===== src/cell_protect_pkg.sv =====
// Constants shared by the cell protection fault sequencer and its delay qualifiers.
// Assumes one reference clock at the rate given by CLK_PERIOD_NS.
package cell_protect_pkg;

  // ----------------------------------------------------------------
  // Clock
  // ----------------------------------------------------------------
  localparam int unsigned CLK_PERIOD_NS = 100;

  // ----------------------------------------------------------------
  // Qualification times in their own units
  // ----------------------------------------------------------------
  localparam int unsigned T_OVC_DET_MS  = 1000;  // 1.0 s
  localparam int unsigned T_OVD_DET_MS  = 20;
  localparam int unsigned T_EDC_DET_MS  = 12;
  localparam int unsigned T_ECC_DET_MS  = 16;
  localparam int unsigned T_SC_DET_US   = 250;
  localparam int unsigned T_CHG_REL_MS  = 16;
  localparam int unsigned T_DIS_REL_US  = 1200;  // 1.2 ms
  localparam int unsigned FAST_DIV      = 100;

  // ----------------------------------------------------------------
  // Derived cycle counts, exact at 100 ns
  // ----------------------------------------------------------------
  localparam int unsigned OVC_DET_CYC = T_OVC_DET_MS * 1_000_000 / CLK_PERIOD_NS;
  localparam int unsigned OVD_DET_CYC = T_OVD_DET_MS * 1_000_000 / CLK_PERIOD_NS;
  localparam int unsigned EDC_DET_CYC = T_EDC_DET_MS * 1_000_000 / CLK_PERIOD_NS;
  localparam int unsigned ECC_DET_CYC = T_ECC_DET_MS * 1_000_000 / CLK_PERIOD_NS;
  localparam int unsigned SC_DET_CYC  = T_SC_DET_US * 1_000 / CLK_PERIOD_NS;
  localparam int unsigned CHG_REL_CYC = T_CHG_REL_MS * 1_000_000 / CLK_PERIOD_NS;
  localparam int unsigned DIS_REL_CYC = T_DIS_REL_US * 1_000 / CLK_PERIOD_NS;

  // ----------------------------------------------------------------
  // Qualifier slots
  // ----------------------------------------------------------------
  localparam int unsigned Q_OVC_DET = 0;
  localparam int unsigned Q_ECC_DET = 1;
  localparam int unsigned Q_OVD_DET = 2;
  localparam int unsigned Q_EDC_DET = 3;
  localparam int unsigned Q_SC_DET  = 4;
  localparam int unsigned Q_CHG_REL = 5;
  localparam int unsigned Q_OVD_REL = 6;
  localparam int unsigned Q_CUR_REL = 7;
  localparam int unsigned Q_NUM     = 8;

  localparam int unsigned CNT_W_DEF = 24;

endpackage


===== src/cell_protect_seq.sv =====
// Fault sequencer for a one-cell battery protector: qualifies comparator results,
// drives the charge and discharge gate outputs and latches faults until release.
// Assumes all comparator inputs are already synchronous to i_ref_clk.
//
// Operation
// - Over-charge or charge over-current drops charge gate
// - Over-discharge or discharge over-current drops discharge gate
// - Over-charge qualified for one second
// - Detect delays 20 ms (fast mode shortens), fixed 12 ms, 16 ms
// - Short circuit qualified for 250 us
// - Charge fault clears: charger gone, cell low
// - Charger present keeps over-charge latched
// - Over-discharge clears: charger present, voltage recovered
// - Current or short fault clears on load removal
// - Over-discharge latched enters low-current standby
// - Fast mode divides over-charge and over-discharge detect delays by hundred
// - Over-charge and over-discharge latch until release
// - Zero-volt cell blocks recharge
// - Over-charge release qualified for 16 ms
// - Over-discharge release qualified for 1.2 ms
`timescale 1ns/10ps
module cell_protect_seq
  import cell_protect_pkg::*;
#(
  parameter int unsigned CNT_W       = CNT_W_DEF,
  parameter int unsigned P_OVC_DET   = OVC_DET_CYC,
  parameter int unsigned P_OVD_DET   = OVD_DET_CYC,
  parameter int unsigned P_EDC_DET   = EDC_DET_CYC,
  parameter int unsigned P_ECC_DET   = ECC_DET_CYC,
  parameter int unsigned P_CHG_REL   = CHG_REL_CYC,
  parameter int unsigned P_DIS_REL   = DIS_REL_CYC
) (
  input  wire logic i_ref_clk,
  input  wire logic i_rst_b,
  input  wire logic i_ce,
  input  wire logic i_over_chg,
  input  wire logic i_under_dis,
  input  wire logic i_dis_ovcur,
  input  wire logic i_chg_ovcur,
  input  wire logic i_short,
  input  wire logic i_charger,
  input  wire logic i_load,
  input  wire logic i_zero_volt,
  input  wire logic i_fast_range,
  output logic      o_chg_gate,
  output logic      o_dis_gate,
  output logic      o_standby,
  output logic      o_fast_mode,
  output logic      o_ovc_latched,
  output logic      o_ecc_latched,
  output logic      o_ovd_latched,
  output logic      o_edc_latched,
  output logic      o_sc_latched
);

  // ----------------------------------------------------------------
  // Elaboration checks
  // ----------------------------------------------------------------
  initial begin
    if (CNT_W < 2 || CNT_W > 31) $error("cell_protect_seq: CNT_W out of range");
    if (P_OVC_DET < FAST_DIV || P_OVD_DET < FAST_DIV) $error("cell_protect_seq: detect count too small");
    if (P_EDC_DET < 1 || P_ECC_DET < 1 || P_CHG_REL < 1 || P_DIS_REL < 1)
      $error("cell_protect_seq: count must be at least one");
    if (P_OVC_DET >= (1 << CNT_W) || P_OVD_DET >= (1 << CNT_W) || P_EDC_DET >= (1 << CNT_W) ||
        P_ECC_DET >= (1 << CNT_W) || P_CHG_REL >= (1 << CNT_W) || P_DIS_REL >= (1 << CNT_W) ||
        SC_DET_CYC >= (1 << CNT_W))
      $error("cell_protect_seq: count does not fit CNT_W");
  end

  function automatic logic [CNT_W-1:0] to_cnt(input int unsigned cyc);
    to_cnt = CNT_W'(cyc);
  endfunction

  // ----------------------------------------------------------------
  // Latched fault state
  // ----------------------------------------------------------------
  logic ovc_reg;
  logic ovc_next;
  logic ecc_reg;
  logic ecc_next;
  logic ovd_reg;
  logic ovd_next;
  logic edc_reg;
  logic edc_next;
  logic sc_reg;
  logic sc_next;
  logic chg_gate_reg;
  logic chg_gate_next;
  logic dis_gate_reg;
  logic dis_gate_next;

  logic [Q_NUM-1:0]  q_cond;
  logic [Q_NUM-1:0]  q_done;
  logic [CNT_W-1:0]  q_limit [Q_NUM];

  logic chg_fault;
  logic cur_fault;
  logic fast_mode;
  logic run;

  assign chg_fault = ovc_reg | ecc_reg;
  assign cur_fault = edc_reg | sc_reg;

  // Shortening is only honoured while the charge gate is on
  assign fast_mode = chg_gate_reg & i_fast_range;

  // Standby halts every detector; all three release qualifiers keep running
  assign run = ~ovd_reg;

  // ----------------------------------------------------------------
  // Qualifier conditions and limits
  // ----------------------------------------------------------------
  always_comb begin
    q_cond[Q_OVC_DET] = run & ~chg_fault & i_over_chg;
    q_cond[Q_ECC_DET] = run & ~chg_fault & i_chg_ovcur;
    q_cond[Q_OVD_DET] = run & ~cur_fault & i_under_dis;
    q_cond[Q_EDC_DET] = run & ~cur_fault & i_dis_ovcur;
    q_cond[Q_SC_DET]  = run & ~cur_fault & i_short;
    q_cond[Q_CHG_REL] = chg_fault & ~i_charger & ~i_over_chg;
    q_cond[Q_OVD_REL] = ovd_reg & i_charger & ~i_under_dis;
    q_cond[Q_CUR_REL] = cur_fault & ~i_load;
  end

  always_comb begin
    q_limit[Q_OVC_DET] = fast_mode ? to_cnt(P_OVC_DET / FAST_DIV) : to_cnt(P_OVC_DET);
    q_limit[Q_OVD_DET] = fast_mode ? to_cnt(P_OVD_DET / FAST_DIV) : to_cnt(P_OVD_DET);
    q_limit[Q_ECC_DET] = to_cnt(P_ECC_DET);
    q_limit[Q_EDC_DET] = to_cnt(P_EDC_DET);
    q_limit[Q_SC_DET]  = to_cnt(SC_DET_CYC);
    q_limit[Q_CHG_REL] = to_cnt(P_CHG_REL);
    q_limit[Q_OVD_REL] = to_cnt(P_DIS_REL);
    q_limit[Q_CUR_REL] = to_cnt(P_DIS_REL);
  end

  // ----------------------------------------------------------------
  // One counter per qualifier, all on the reference clock
  // ----------------------------------------------------------------
  genvar gi;
  generate
    for (gi = 0; gi < Q_NUM; gi++) begin : g_qual
      delay_qualifier #(
        .CNT_W (CNT_W)
      ) u_qual (
        .i_ref_clk (i_ref_clk),
        .i_rst_b   (i_rst_b),
        .i_ce      (i_ce),
        .i_cond    (q_cond[gi]),
        .i_limit   (q_limit[gi]),
        .o_done    (q_done[gi])
      );
    end
  endgenerate

  // ----------------------------------------------------------------
  // Fault latches and gate drive
  // ----------------------------------------------------------------
  always_comb begin
    ovc_next = ovc_reg;
    ecc_next = ecc_reg;
    ovd_next = ovd_reg;
    edc_next = edc_reg;
    sc_next  = sc_reg;
    // Release first, detection after, so a fresh fault wins the same cycle.
    // A release also needs its condition in this cycle: a charger or load
    // that returns on the last cycle still blocks it.
    if (q_done[Q_CHG_REL] && q_cond[Q_CHG_REL]) begin
      ovc_next = 1'b0;
      ecc_next = 1'b0;
    end
    if (q_done[Q_OVD_REL] && q_cond[Q_OVD_REL]) begin
      ovd_next = 1'b0;
    end
    if (q_done[Q_CUR_REL] && q_cond[Q_CUR_REL]) begin
      edc_next = 1'b0;
      sc_next  = 1'b0;
    end
    if (q_done[Q_OVC_DET]) begin
      ovc_next = 1'b1;
    end
    if (q_done[Q_ECC_DET]) begin
      ecc_next = 1'b1;
    end
    if (q_done[Q_OVD_DET]) begin
      ovd_next = 1'b1;
    end
    if (q_done[Q_EDC_DET]) begin
      edc_next = 1'b1;
    end
    if (q_done[Q_SC_DET]) begin
      sc_next = 1'b1;
    end
    // A dead cell is never offered charge current
    chg_gate_next = ~(ovc_next | ecc_next) & ~i_zero_volt;
    dis_gate_next = ~(ovd_next | edc_next | sc_next);
  end

  always_ff @(posedge i_ref_clk or negedge i_rst_b) begin
    if (!i_rst_b) begin
      ovc_reg      <= 1'b0;
      ecc_reg      <= 1'b0;
      ovd_reg      <= 1'b0;
      edc_reg      <= 1'b0;
      sc_reg       <= 1'b0;
      chg_gate_reg <= 1'b0;
      dis_gate_reg <= 1'b0;
    end else if (i_ce) begin
      ovc_reg      <= ovc_next;
      ecc_reg      <= ecc_next;
      ovd_reg      <= ovd_next;
      edc_reg      <= edc_next;
      sc_reg       <= sc_next;
      chg_gate_reg <= chg_gate_next;
      dis_gate_reg <= dis_gate_next;
    end
  end

  // ----------------------------------------------------------------
  // Outputs
  // ----------------------------------------------------------------
  assign o_chg_gate    = chg_gate_reg;
  assign o_dis_gate    = dis_gate_reg;
  assign o_standby     = ovd_reg;
  assign o_fast_mode   = fast_mode;
  assign o_ovc_latched = ovc_reg;
  assign o_ecc_latched = ecc_reg;
  assign o_ovd_latched = ovd_reg;
  assign o_edc_latched = edc_reg;
  assign o_sc_latched  = sc_reg;

endmodule // cell_protect_seq


===== src/delay_qualifier.sv =====
// Persistence qualifier: a condition must hold for i_limit consecutive enabled cycles.
// Assumes i_limit is at least one and stays steady while the condition holds.
`timescale 1ns/10ps
module delay_qualifier #(
  parameter int unsigned CNT_W = 24
) (
  input  wire logic             i_ref_clk,
  input  wire logic             i_rst_b,
  input  wire logic             i_ce,
  input  wire logic             i_cond,
  input  wire logic [CNT_W-1:0] i_limit,
  output logic                  o_done
);

  logic [CNT_W-1:0] cnt_reg;
  logic [CNT_W-1:0] cnt_next;
  logic             done_reg;
  logic             done_next;

  initial begin
    if (CNT_W < 2 || CNT_W > 31) $error("delay_qualifier: CNT_W out of range");
  end

  // ----------------------------------------------------------------
  // Counter
  // ----------------------------------------------------------------
  always_comb begin
    cnt_next  = cnt_reg;
    done_next = done_reg;
    if (!i_cond) begin
      // A condition that drops early starts the wait over
      cnt_next  = '0;
      done_next = 1'b0;
    end else if (!done_reg) begin
      if (cnt_reg >= i_limit - CNT_W'(1)) begin
        done_next = 1'b1;
      end else begin
        cnt_next = cnt_reg + CNT_W'(1);
      end
    end
  end

  always_ff @(posedge i_ref_clk or negedge i_rst_b) begin
    if (!i_rst_b) begin
      cnt_reg  <= '0;
      done_reg <= 1'b0;
    end else if (i_ce) begin
      cnt_reg  <= cnt_next;
      done_reg <= done_next;
    end
  end

  assign o_done = done_reg;

endmodule // delay_qualifier


===== config.mk =====
export PLATFORM = sky130hd
export DESIGN_NAME = cell_protect_seq
export DESIGN_NICKNAME = d
export VERILOG_FILES = /design/src/cell_protect_pkg.sv /design/src/cell_protect_seq.sv /design/src/delay_qualifier.sv
export SDC_FILE = /design/constraint.sdc
export NUM_CORES = 1
export LEC_CHECK = 0
export ABC_AREA = 1
export BUFFER_PORTS_ARGS = -buffer_cell sky130_fd_sc_hd__buf_2
export CORE_ASPECT_RATIO = 0.8
export CORE_MARGIN = 1
export CORE_UTILIZATION = 60
export CTS_CLUSTER_DIAMETER = 30
export DETAILED_ROUTE_END_ITERATION = 10
export HOLD_SLACK_MARGIN = 0.1
export PLACE_DENSITY = 0.79
export RECOVER_POWER = 100
export SYNTH_ARGS = -nofsm -noshare
export SYNTH_HDL_FRONTEND = slang
export SYNTH_SLANG_ARGS = --single-unit

===== constraint.sdc =====
create_clock -name i_ref_clk -period 3.17 [get_ports i_ref_clk]
set_input_delay 0.1585 -clock i_ref_clk [delete_from_list [all_inputs] [get_ports i_ref_clk]]
set_output_delay 0.1585 -clock i_ref_clk [all_outputs]
set_load 0.02 [all_outputs]

==> flow_summary.ini <==
[clocking]
clockBufferDepth = 3
cts_tree = done
cts_root_buf = clkbuf_16
clkSlewWorstSetupHoldPaths_ns = 0.05
h-tree-depth = 2
cts_resized = 0
cts_buffers = 38
post_cts_buffers = 0
clk_latency_ns = 0.52
cts.sinks = 207

[place]
placed_area_sq_mm = 0.0125
routabilityCongestion = 0.940
dpl.hpwl_um = 17700
io_buffers = 20

[finish]
diodes = 0
nFillCells = 1629
final_area_sq_mm = 0.0138
seq_area_sq_mm = 0.00518
drive_gt1_frac = 0.0642
syn_to_final_growth_pct = 13.0
multi_input_area_sq_mm = 0.00610
largest_register_ff_count = 192
final_nets = 1789

[routing]
antenna_left = 0
wl_um = 27100
dr_total_vias = 10800
firstDrtPassIters = 5
avgViaCountPerCell = 5.26
drc = 0
drtIter0Drc = 804
routedWlPerCell_um = 13.2

[yosys]
synthTopCellsByArea = dfrtp_1 42%, nand2_1 16%, nor2_1 11%, nand3_1 8.1%, xor2_1 5.7%
netlist_instances = 1734
syn_nets = 1760
synthAdderAreaFrac = 0.0143
synth_top_area_cell = dfrtp_1
synth_area_sq_mm = 0.0122
synth_warnings = 0
synth_cell_type_count = 36
yosysSeqAreaShare = 0.424
synth-simple-area-share = 0.395
synth-compound-area-share = 0.0231
synthMuxAreaShare = 0
synth_xor_xnor_area_share = 0.0702
synth_top_area_share = 0.424
syn_area_per_cell_sq_um = 7.05
synth_top_family_by_area = simple AND/OR/NAND/NOR gates
ys_seq_elements = 207

[critical_path]
crit_required_ns = 3.56
r2r_cells = 12
end_kind = register
cp-start-kind = register
worstSetupPathDepth = 12
crit_start = o_chg_gate$_DFFE_PN0P_
critPathBufInv = 1
crit_chain = nand2_2 > inv_2 > ha_1 > nand3_1 > nor2_1 > nand2_1 > nand3_1 > nand3_1 > nand2_4 > nand2_2 > nand2_1 > nand2_1
crit_path_max_fanout = 25
cp_slowest_cell = dfrtp_1
crit_type = reg -> reg
rr_startpoint = o_chg_gate$_DFFE_PN0P_
worst-endpoint-arrival_ns = 3.02
max_stage_delay_ns = 0.45
critical_path.top_delay_family = simple AND/OR/NAND/NOR gates

[floorplanning]
die_h_um = 130
pin_count = 21
coreArea_sq_mm = 0.0199
rows = 46
start_util = 0.614
die_w_um = 162
dieArea_sq_mm = 0.0209

[sta]
worst_pin_slew_ns = 2.28
clock.fmax_mhz = 380
setup_tns_ns = 0
fin_worst_skew_ns = 0.0165
hold_viol = 0
relSlewSlack = -0.519
setup_violations = 0
slew_viol_final = 93
final.min_clock_period_ns = 2.63
period_share = 0.831
grt_setup_unrepaired = false

[grt]
grt_use_met2 = 0.428
grt_pass1_vias = 10100
grt.met3_usage = 0.0426
grt_usage = 0.266
antenna_found_initial = 0
gr-total-overflow = 0
grt_max_degree = 94
grt.met1_usage = 0.370
grt_pass1_wl_um = 46200
top_usage_layer = met2

[power_and_ir_drop]
p_per_area_mw_per_mm2 = 532
leakage_uw = 0.00645
irDropWorstVdd_mv = 0.510

[job]
maxCapViolations = 1

[worst_hold_path]
whs_path_depth = 6
worstHoldStart = i_over_chg
holdCritPathClass = in -> reg

[run_status]
violations = capacitance limit, slew limit
outcome = finished, violations left
## synth_stat cells, drive strengths merged
cell    number
dfrtp      207
nand4       28
nor3b        8
nand3b       5
nand3      200
and2         2
xor2        79
clkbuf      20
nor3        17
a211oi       1
buf         32
clkinv       1
nand2      538
o21ai       17
nor2       350
nor4         3
xnor2       19
o21a         2
inv        160
a21boi       3
or2          2
ha          14
a21oi       26
## power breakdown
group	internal, uW	switching, uW	total, uW
clock network	2740	1430	4170
logic	88.6	361	450
registers	2680	39.8	2720
total	5520	1830	7350
## metal layers
layer / routed length [um] / up-vias
met2: 12300 / 277
li1: - / 5487
met3: 1440 / 45
met1: 12900 / 5001
met4: 527 / 0
met5: 0 / -
## layout make-up
| cell class | instances | share of cell area |
|---|---|---|
| timing repair buffer | 41 | 0.0192 |
| clock inverter | 28 | 0.0259 |
| inverter | 161 | 0.0438 |
| multi-input combinational | 1314 | 0.442 |
| tap | 264 | 0.0239 |
| sequential | 207 | 0.375 |
| clock buffer | 39 | 0.0699 |
## placed cells by master (no fill, tap or decap), types with 10 or more instances in the layout
cell type	count
clkbuf_1	10
buf_4	13
ha_1	14
inv_1	158
dfrtp_1	207
clkbuf_16	38
xor2_1	79
nand3_1	200
nand4_1	28
o21ai_0	15
nor2_1	347
nor3_1	17
xnor2_1	19
buf_2	11
nand2_1	527
a21oi_1	24
## repair_timing
item                                    CTS  global route
endpoints found under the setup margin    0             0
endpoints found under the hold margin    97             0
hold buffers                              5             0
## tightest hold or removal path, cell delays in order
cell and delay [ns]:
buf_2 0.10, nor2_1 0.05, o21ai_2 0.19, nor2_1 0.08, nand2_1 0.06, nand2_1 0.04
## kinds of logic (layout without fill, tap and decap cells)
family	count (synthesis)	count (layout)
flops	207	207
compound gates	49	49
fa+ha+maj	14	14
buf+inv	213	269
simple gates	1153	1153
xor+xnor	98	98
## path summary, 6_finish.rpt
path,end,slack (ns)
worst max-delay path,g_qual[2].u_qual.cnt_reg[4]$_DFFE_PN0P_,0.54
worst min-delay path,g_qual[5].u_qual.cnt_reg[12]$_DFFE_PN0P_,0.20
worst max register to register,g_qual[2].u_qual.cnt_reg[4]$_DFFE_PN0P_,0.54
worst min register to register,o_dis_gate$_DFFE_PN0P_,0.48
max in group asynchronous,g_qual[6].u_qual.cnt_reg[16]$_DFFE_PN0P_,0.92
min in group asynchronous,g_qual[2].u_qual.cnt_reg[20]$_DFFE_PN0P_,0.85
## stage by stage
step | setup slack, ns | power [uW] | hold slack [ns] | instances | utilization
floorplan | 1.16 | 3060 | -0.137 | 1734 | -
global placement | 0.847 | 3210 | 0.207 | 1982 | 0.628
detailed placement | 0.739 | 3220 | 0.215 | 1982 | 0.628
CTS | 0.726 | 7430 | 0.181 | 2054 | 0.696
global route | 0.224 | 7590 | 0.225 | 2054 | 0.693
finish | 0.536 | 7350 | 0.198 | 2054 | 0.693
Note: power is estimated with default switching activity, not from simulation.
